===== src/chan_exec_defines.svh =====
/*
 shared constants for the channel execution block: apb offsets, field
 positions, reset values, sync count; operation codes are in the package.
 assumes inclusion by bare name from the package and design file.
*/
`ifndef CHAN_EXEC_DEFINES_SVH
`define CHAN_EXEC_DEFINES_SVH

`define OFF_CMD        12'h000
`define OFF_REGS       12'h004
`define OFF_FLAGS      12'h008
`define OFF_LINK_PC    12'h00c
`define OFF_CCB        12'h010
`define OFF_XMIT       12'h014
`define OFF_CONFIG     12'h018
`define OFF_STACK      12'h01c

`define FLG_CARRY      0
`define FLG_TOP        1
`define FLG_ZERO       2
`define FLG_VALID      3
`define FLG_LAST_BLK   4
`define FLG_LAST_CHR   5
`define FLG_ILLEGAL    6
`define FLG_DS_ERR     7
`define FLG_BUSY       8

`define CFG_HELD_EN    0
`define CCB_CTRL_BIT   24
`define DS_ERR_BIT     2
`define LCT_RET_LOC    8'h12
`define LCT_DSE_LOC    8'h30

`define SP_RESET       8'hff
`define PC_RESET       8'h00
`define SYNC_NEEDED    2'h2

`endif


===== src/chan_exec_pkg.sv =====
/*
 types for the channel execution block.
 assumes chan_exec_defines.svh is on the include path.
*/
package chan_exec_pkg;
	`include "chan_exec_defines.svh"

	typedef enum logic [3:0] {
		op_none,
		return_from_branch,
		return_from_jump,
		return_held_blocks,
		clear_carry_op,
		set_carry_op,
		rotate_left_through_carry,
		rotate_right_through_carry,
		shift_left_zero_fill,
		shift_right_zero_fill,
		send_op,
		sync_search_op,
		store_main_op
	} op_t;

	typedef enum logic [2:0] {
		st_idle,
		st_jump_fetch,
		st_jump_bump,
		st_sync_off,
		st_sync_on,
		st_mem_wait
	} state_t;
endpackage : chan_exec_pkg


===== src/chan_exec.sv =====
/*
 channel processor execution unit for returns, held-block requeue, carry,
 shifts, send, sync search and store to main memory; apb register slave.
 assumes a single pclk domain, synchronous adapter and memory handshakes.
*/
// The APB slave port and the address map are this design's own decisions.
//  Function
// - branch return loads pc from link location
// - jump return: bump sp, pop pc, bump
// - held blocks requeued at next queue head
// - held return illegal unless configured enabled
// - valid, last block from control bit; clear last
// - carry clear and carry set ops
// - closed left: bit0 to carry, carry in
// - closed right: bit7 to carry, carry in
// - open left: bit0 to carry, zero fill
// - open right: bit7 to carry, zero fill
// - shifts set carry, top bit, zero
// - send copies result to line register
// - parity generated before crc accumulation
// - transmit underrun sets data services error
// - sync search cycles receiver off then on
// - sync declared after two sync characters
// - store writes result to memory at pointer
// - store decrements range, sets last at zero
`timescale 1ns/1ps
`include "chan_exec_defines.svh"
module chan_exec
	import chan_exec_pkg::*;
(
	// clock and reset
	input  wire logic        pclk,
	input  wire logic        presetn,
	// apb slave
	input  wire logic        psel,
	input  wire logic        penable,
	input  wire logic        pwrite,
	input  wire logic [11:0] paddr,
	input  wire logic [31:0] pwdata,
	output logic      [31:0] prdata,
	output logic             pready,
	output logic             pslverr,
	// line adapter transmit side
	output logic      [7:0]  xmit_line_reg_one,
	output logic             xmit_load,
	output logic             xmit_crc_en,
	input  wire logic        xmit_underrun,
	// line adapter receiver control
	output logic             rcv_enable,
	input  wire logic        rcv_sync_char,
	output logic             rcv_in_sync,
	// host main memory byte write
	output logic      [23:0] mem_addr,
	output logic      [7:0]  mem_wdata,
	output logic             mem_wr,
	input  wire logic        mem_ack,
	// control block queue
	output logic             requeue_held,
	// program counter
	output logic      [7:0]  pc
);

	logic [7:0]  r_q, b_q, sp_q, pc_q, link_pc_q;
	logic        carry_q, top_q, zero_q, valid_q, lastb_q, lastc_q;
	logic        illegal_q, dse_q;
	logic [31:0] ccb_q;
	logic [23:0] ptr_q;
	logic [15:0] range_q;
	logic [31:0] cfg_q;
	logic [7:0]  stack_q [256];
	logic [7:0]  xmit_q;
	logic        xload_q, xcrc_q, rcv_en_q, insync_q, mwr_q, requeue_q;
	logic [1:0]  sync_cnt_q;
	logic [7:0]  crc_q;
	state_t      state_q;
	logic        go;
	op_t         op;
	logic        sel_b;
	logic [1:0]  send_mode;
	logic [7:0]  sh_val, sh_res;
	logic        sh_out;
	logic        is_shift;
	logic [7:0]  tx_char;

	wire wr_acc = psel & penable & pwrite;
	wire rd_acc = psel & penable & ~pwrite;

	function automatic logic mapped(input logic [11:0] a);
		mapped = (a <= `OFF_STACK) && (a[1:0] == 2'h0);
	endfunction : mapped

	assign pready  = 1'b1;
	assign pslverr = psel & penable & ~mapped(paddr);

	// command word: [3:0] op, [4] b select, [6:5] send mode
	assign go        = wr_acc && paddr == `OFF_CMD && state_q == st_idle;
	assign op        = op_t'(pwdata[3:0]);
	assign sel_b     = pwdata[4];
	assign send_mode = pwdata[6:5];

	// bit 0 is the msb in program numbering, so bit 0 is sh_val[7]
	assign sh_val = sel_b ? b_q : r_q;
	always_comb begin
		sh_res   = sh_val;
		sh_out   = 1'b0;
		is_shift = 1'b1;
		case (op)
			rotate_left_through_carry: begin
				sh_res = {sh_val[6:0], carry_q};
				sh_out = sh_val[7];
			end
			rotate_right_through_carry: begin
				sh_res = {carry_q, sh_val[7:1]};
				sh_out = sh_val[0];
			end
			shift_left_zero_fill: begin
				sh_res = {sh_val[6:0], 1'b0};
				sh_out = sh_val[7];
			end
			shift_right_zero_fill: begin
				sh_res = {1'b0, sh_val[7:1]};
				sh_out = sh_val[0];
			end
			default: is_shift = 1'b0;
		endcase
	end

	// parity lands in the leftmost bit, which the program leaves zero
	assign tx_char = send_mode[0] ? {^r_q[6:0], r_q[6:0]} : r_q;

	// working registers
	always_ff @(posedge pclk or negedge presetn) begin
		if (!presetn) begin
			r_q <= 8'h00;
			b_q <= 8'h00;
		end else if (go && is_shift) begin
			if (sel_b)
				b_q <= sh_res;
			else
				r_q <= sh_res;
		end else if (wr_acc && paddr == `OFF_REGS && state_q == st_idle) begin
			r_q <= pwdata[7:0];
			b_q <= pwdata[15:8];
		end
	end

	// indicators
	always_ff @(posedge pclk or negedge presetn) begin
		if (!presetn) begin
			carry_q <= 1'b0;
			top_q   <= 1'b0;
			zero_q  <= 1'b0;
			valid_q <= 1'b0;
			lastb_q <= 1'b0;
		end else if (go) begin
			if (is_shift) begin
				carry_q <= sh_out;
				top_q   <= sh_res[7];
				zero_q  <= (sh_res == 8'h00);
			end
			if (op == clear_carry_op)
				carry_q <= 1'b0;
			if (op == set_carry_op)
				carry_q <= 1'b1;
			if (op == return_held_blocks && cfg_q[`CFG_HELD_EN]) begin
				valid_q <= ccb_q[`CCB_CTRL_BIT];
				lastb_q <= ccb_q[`CCB_CTRL_BIT];
			end
		end
	end

	// last character flag: set by range reaching zero, cleared by requeue
	// range is looked at before the decrement, so one means the last byte
	always_ff @(posedge pclk or negedge presetn) begin
		if (!presetn)
			lastc_q <= 1'b0;
		else if (state_q == st_mem_wait && mem_ack && range_q == 16'h0001)
			lastc_q <= 1'b1;
		else if (go && op == return_held_blocks && cfg_q[`CFG_HELD_EN])
			lastc_q <= 1'b0;
	end

	// illegal and data services error are sticky; set wins over clear
	always_ff @(posedge pclk or negedge presetn) begin
		if (!presetn) begin
			illegal_q <= 1'b0;
			dse_q     <= 1'b0;
		end else begin
			if (go && op == return_held_blocks && !cfg_q[`CFG_HELD_EN])
				illegal_q <= 1'b1;
			else if (wr_acc && paddr == `OFF_FLAGS && pwdata[`FLG_ILLEGAL])
				illegal_q <= 1'b0;
			if (xload_q && xmit_underrun)
				dse_q <= 1'b1;
			else if (wr_acc && paddr == `OFF_FLAGS && pwdata[`FLG_DS_ERR])
				dse_q <= 1'b0;
		end
	end

	// config, link location and control block
	always_ff @(posedge pclk or negedge presetn) begin
		if (!presetn) begin
			cfg_q     <= 32'h0000_0000;
			link_pc_q <= 8'h00;
			ccb_q     <= 32'h0000_0000;
		end else if (wr_acc && state_q == st_idle) begin
			if (paddr == `OFF_CONFIG)
				cfg_q <= pwdata;
			if (paddr == `OFF_LINK_PC)
				link_pc_q <= pwdata[7:0];
			if (paddr == `OFF_CCB)
				ccb_q <= pwdata;
		end
	end

	// data pointer and byte range of the current control block
	always_ff @(posedge pclk or negedge presetn) begin
		if (!presetn) begin
			ptr_q   <= 24'h00_0000;
			range_q <= 16'h0000;
		end else if (wr_acc && paddr == `OFF_CCB && state_q == st_idle) begin
			ptr_q   <= {8'h00, pwdata[15:0]};
			range_q <= {8'h00, pwdata[23:16]};
		end else if (state_q == st_mem_wait && mem_ack) begin
			ptr_q   <= ptr_q + 24'h00_0001;
			range_q <= range_q - 16'h0001;
		end
	end

	// stack memory; software may preload entries
	always_ff @(posedge pclk) begin
		if (wr_acc && paddr == `OFF_STACK && state_q == st_idle)
			stack_q[pwdata[15:8]] <= pwdata[7:0];
	end

	// sequencer, stack pointer and program counter
	always_ff @(posedge pclk or negedge presetn) begin
		if (!presetn) begin
			state_q <= st_idle;
			sp_q    <= `SP_RESET;
			pc_q    <= `PC_RESET;
		end else begin
			case (state_q)
				st_idle: begin
					if (go) begin
						case (op)
							return_from_branch: pc_q <= link_pc_q;
							return_from_jump: begin
								sp_q    <= sp_q + 8'h01;
								state_q <= st_jump_fetch;
							end
							sync_search_op: state_q <= st_sync_off;
							store_main_op:  state_q <= st_mem_wait;
							default: pc_q <= pc_q + 8'h01;
						endcase
					end
				end
				st_jump_fetch: begin
					pc_q    <= stack_q[sp_q];
					state_q <= st_jump_bump;
				end
				st_jump_bump: begin
					sp_q    <= sp_q + 8'h01;
					state_q <= st_idle;
				end
				st_sync_off: state_q <= st_sync_on;
				st_sync_on: begin
					pc_q    <= pc_q + 8'h01;
					state_q <= st_idle;
				end
				st_mem_wait: begin
					if (mem_ack) begin
						pc_q    <= pc_q + 8'h01;
						state_q <= st_idle;
					end
				end
				default: state_q <= st_idle;
			endcase
		end
	end

	// transmit line register; crc runs over the char with parity
	always_ff @(posedge pclk or negedge presetn) begin
		if (!presetn) begin
			xmit_q  <= 8'h00;
			xload_q <= 1'b0;
			xcrc_q  <= 1'b0;
			crc_q   <= 8'h00;
		end else begin
			xload_q <= go && op == send_op;
			if (go && op == send_op) begin
				xmit_q <= tx_char;
				xcrc_q <= send_mode[1];
				if (send_mode[1])
					crc_q <= crc_q ^ tx_char;
			end
		end
	end

	// receiver control; the transmitter is untouched by a search
	// each cycle is one character slot: no sync strobe means another char
	always_ff @(posedge pclk or negedge presetn) begin
		if (!presetn) begin
			rcv_en_q   <= 1'b1;
			insync_q   <= 1'b0;
			sync_cnt_q <= 2'h0;
		end else if (state_q == st_sync_off) begin
			rcv_en_q   <= 1'b0;
			insync_q   <= 1'b0;
			sync_cnt_q <= 2'h0;
		end else begin
			if (state_q == st_sync_on)
				rcv_en_q <= 1'b1;
			if (rcv_en_q && !insync_q) begin
				// a non-sync char breaks the pair, so counts stay consecutive
				if (!rcv_sync_char)
					sync_cnt_q <= 2'h0;
				else if (sync_cnt_q + 2'h1 == `SYNC_NEEDED)
					insync_q <= 1'b1;
				else
					sync_cnt_q <= sync_cnt_q + 2'h1;
			end
		end
	end

	// memory write and held-block requeue strobes
	always_ff @(posedge pclk or negedge presetn) begin
		if (!presetn) begin
			mwr_q     <= 1'b0;
			requeue_q <= 1'b0;
		end else begin
			mwr_q     <= go && op == store_main_op;
			requeue_q <= go && op == return_held_blocks
				&& cfg_q[`CFG_HELD_EN];
		end
	end

	// register read mux, registered so data is stable in the access phase
	always_ff @(posedge pclk or negedge presetn) begin
		if (!presetn)
			prdata <= 32'h0000_0000;
		else if (psel && !penable && !pwrite) begin
			case (paddr)
				`OFF_REGS:    prdata <= {8'h00, sp_q, b_q, r_q};
				`OFF_FLAGS:   prdata <= {23'h0, state_q != st_idle, dse_q,
					illegal_q, lastc_q, lastb_q, valid_q, zero_q, top_q,
					carry_q};
				`OFF_LINK_PC: prdata <= {16'h0000, pc_q, link_pc_q};
				`OFF_CCB:     prdata <= {range_q[7:0], ptr_q};
				`OFF_XMIT:    prdata <= {22'h0, insync_q, rcv_en_q, xmit_q};
				`OFF_CONFIG:  prdata <= cfg_q;
				`OFF_STACK:   prdata <= {24'h00_0000, crc_q};
				default:      prdata <= 32'h0000_0000;
			endcase
		end
	end

	assign xmit_line_reg_one = xmit_q;
	assign xmit_load         = xload_q;
	assign xmit_crc_en       = xcrc_q;
	assign rcv_enable        = rcv_en_q;
	assign rcv_in_sync       = insync_q;
	assign mem_addr          = ptr_q;
	assign mem_wdata         = r_q;
	// mwr_q covers the first cycle; the wait state holds it until ack
	assign mem_wr            = mwr_q | (state_q == st_mem_wait);
	assign requeue_held      = requeue_q;
	assign pc                = pc_q;

	wire unused = ^{rd_acc, pwdata[31:7]};
endmodule : chan_exec


===== config.mk =====
export PLATFORM = sky130hd
export DESIGN_NAME = chan_exec
export DESIGN_NICKNAME = d
export VERILOG_FILES = /design/src/chan_exec_pkg.sv /design/src/chan_exec.sv
export VERILOG_INCLUDE_DIRS = /design/src
export SDC_FILE = /design/constraint.sdc
export NUM_CORES = 2
export LEC_CHECK = 0
export CORE_UTILIZATION = 60
export CTS_BUF_LIST = sky130_fd_sc_hd__clkbuf_16
export DETAILED_ROUTE_END_ITERATION = 6
export DONT_BUFFER_PORTS = 1
export GPL_ROUTABILITY_DRIVEN = 0
export GPL_TIMING_DRIVEN = 1
export PLACE_DENSITY = 0.76
export SLEW_MARGIN = 40
export SYNTH_ARGS = -nofsm -noshare
export SYNTH_HDL_FRONTEND = slang
export SYNTH_SLANG_ARGS = --single-unit

===== constraint.sdc =====
create_clock -name pclk -period 5 [get_ports pclk]
set_clock_uncertainty 0.2 [all_clocks]
set_input_delay 1 -clock pclk [delete_from_list [all_inputs] [get_ports pclk]]
set_output_delay 1 -clock pclk [all_outputs]
set_load 0.02 [all_outputs]

==> results.yml <==
yosys:
  synth_ff_type: "edfxtp_1"
  syn_inst: 4621
  async_flop_share_pct: 8.04
  mappedNetlistArea_mm2: 0.0885
  syn_area_per_cell_um2: 19.2
  synthesis.nets: 4679
  synth_seq_area_share_pct: 74.5
  synth_seq_cells: 2227
  yosys_warnings: 0
  synth_edf_count: 2048
  ys_types: 83
timing:
  rsz0062_at_grt: "no"
  tightest_slew_ps: 994
  period_needed_ps: 4210
  fmax_mhz: 237
  hold_viol_final: 0
  setup_tns_ps: 0
  setup_viol: 0
  maxSlewViolCount: 0
  finalCritPeriodShare_pct: 84.2
  slew_headroom_pct: 33.5
  worst_slack_ps: 789
worst_setup_path:
  path_cells: "nor3_1 > and2_1 > nand2_1 > nor3_2 > nand2_1 > nor2_1 > buf_4"
  reg2reg_slack_ps: 790
  startpoint_type: "flop"
  crit_top_cell: "nand2_1"
  crit_type: "flop to flop"
  worstPathMaxFanout: 17
  max_stage_delay_ps: 740
  arrival_ps: 4560
  crit_family: "simple AND/OR/NAND/NOR gates"
  critPathSlowestCell: "nor3_2"
  worst_setup_path_end_kind: "flop"
  cp_data_required_time_ps: 5350
  ff2ff_path_depth: 7
  cp.depth: 7
  crit_buf_inv: 1
cells_and_area:
  multi_input_area_mm2: 0.0209
  seq_area_mm2: 0.0660
  fin_nets: 4824
  area_delta_synth_final_pct: 11.1
  drive_above_1_share_pct: 22.6
  nFillCells: 8966
  final_cell_mix: "edfxtp_1, mux4_2, nor2_1, clkbuf_16, buf_4"
  post_layout_nonfiller_instances: 6865
  final_common_cell: "edfxtp_1"
placed_design:
  dp_slack_ps: 260
  dp_cells: 6472
  place_hpwl_um: 137000
  numPortBuffers: 0
min_path:
  hold_depth: 1
  hold_path.class: "input pin to flop"
routing:
  routed_wl_um: 236000
  drtIter0Drc: 7535
  drcViolationCount: 2
  antenna_left: 0
  routedWlPerCell_um: 34.4
  vias: 48665
  first_pass_iters: 7
  vias_per_cell: 7.09
clock_network:
  clk_pin_slew_worst_paths_ps: 60
  cts_buffers: 206
  cts_tree: "done"
  htreeDepth: 4
  clockBufferDepth: 3
  cts_root_buf: "clkbuf_16"
  post_cts_resized: 0
  cts.sinks: 2227
  insertion_delay_ps: 850
floorplan:
  die_w_um: 386
  core-area_mm2: 0.146
  die_h_um: 386
  core.rowCount: 140
  io_pins: 140
  die_area_mm2: 0.149
  start_util_pct: 60.6
outcome:
  status: "finished with violations"
  violations: "DRC"
flow_run:
  drv_cap: 0
pwr:
  total_power_mw: 45.0
  peakVddDrop_mv: 0.378
  powerDensity_mw_per_mm2: 458
  p_leak_nw: 31.7
grt:
  overflow: 0
  grt_pass1_vias: 47221
  grt_max_degree: 280
  grt_pass1_wl_um: 338000
  grt_use_total_pct: 32.0
  antenna_found_initial: 5
==> metal layers <==
metal	up-vias	track usage, %	wire length [µm]
met5	-	0	48
met4	6	13.7	11800
met3	667	9.33	31900
met2	4006	48.5	109000
met1	24818	43.9	84100
li1	19168	-	-
==> worst reg2reg max path, stage by stage (launching register included) <==
cell	delay, ps
dfrtp_1	560
nor3_1	340
and2_1	400
nand2_1	300
nor3_2	740
nand2_1	610
nor2_1	540
buf_4	220
==> logic make-up after synthesis <==
family / share of synthesized area, %
AO/OA/AOI/OAI: 4.36
XOR/XNOR: 0.505
adder cells (fa/ha/maj): 0.0848
buffers and inverters: 2.02
flip-flops: 74.5
multiplexers: 14.4
other: 0.00424
AND/OR/NAND/NOR: 4.03
==> final cells by class <==
type                    instances  share of cell area [%]
well taps                    1917                    2.44
diodes                          4                  0.0102
flip-flops and latches       2227                    67.1
clock inverters               177                    1.71
inverters                      23                  0.0904
repair buffers                225                    2.06
multi-input cells            2083                    21.2
clock buffers                 209                    5.32
==> power by group <==
part / switching [mW] / internal (mW)
Combinational: 4.33 / 3.88
Sequential: 0.355 / 20.4
Clock: 6.89 / 9.11
==> state kept, by name, indices dropped and copies added (netlist names), 2 cells and up <==
name,flops
crc_q,8
mem_addr,24
pc,8
mem_wdata,8
xmit_line_reg_one,8
b_q,8
link_pc_q,8
sync_cnt_q,2
stack_q,2048
prdata,32
cfg_q,32
sp_q,8
state_q,3
range_q,16
==> worst paths after layout <==
| check | from | end |
|---|---|---|
| setup / recovery | state_q[1]$_DFFE_PN0P_ | stack_q[2][5]$_DFFE_PP_ |
| setup reg to reg | state_q[1]$_DFFE_PN0P_ | stack_q[2][5]$_DFFE_PP_ |
| hold / removal | mem_ack | state_q[2]$_DFFE_PN0P_ |
| hold reg to reg | crc_q[2]$_DFFE_PN0P_ | crc_q[2]$_DFFE_PN0P_ |
| min in group asynchronous | presetn | sync_cnt_q[1]$_DFFE_PN0P_ |
| max in group asynchronous | presetn | mem_addr[20]$_DFFE_PN0P_ |
==> cell usage after synthesis (7+ instances only) <==
master        n  area, µm²
nor3_1       30        150
a211oi_1     13       97.6
o21ai_0     104        521
a22o_1       28        245
o22ai_1      27        169
a221oi_1     26        228
nor4_1       12       75.1
edfxtp_1   2048      61500
o2111ai_1     9       78.8
o21a_1        7       52.6
mux2i_1     141       1410
nor2_1      355       1330
buf_8         8        120
a21o_1        9       67.6
a21oi_1      59        295
o211ai_1     10       75.1
nand2_1     196        736
a22oi_1     146       1100
o21ai_1       7       35.0
nand3_1      77        385
a222oi_1     18        180
buf_1         9       33.8
buf_6        42        473
mux4_2      473      10700
inv_1        22       82.6
clkbuf_1    137        514
a31oi_1      22        138
and3_1       18        113
dfstp_2       9        236
dfrtp_1     170       4250
o221ai_1     13        114
nand2b_1     11       68.8
buf_2        66        330
xnor2_1      33        289
xor2_1       18        158
and2_1       16        100
nor2b_1      20        125
buf_4        23        173
nand4_1      22        138
mux2_2       64        721
==> stage by stage <==
| stage | util, % | hold WS (ps) | cell area [µm²] |
|---|---|---|---|
| after floorplan | - | 234 | 88500 |
| after global placement | 62.5 | 262 | 91300 |
| after detailed placement | 62.5 | 267 | 91300 |
| after CTS | 67.3 | 6.95 | 98300 |
| after global routing | 67.3 | 35.8 | 98300 |
| final | 67.3 | 53.4 | 98300 |
==> repair_timing <==
| item | in CTS | in global routing |
|---|---|---|
| buffers inserted | 0 | 0 |
| hold buffers | 1 | 1 |
| setup endpoints to repair | 0 | 0 |
| endpoints found under the hold margin | 179 | 75 |
No activity file was read; power rests on OpenSTA's default activity.
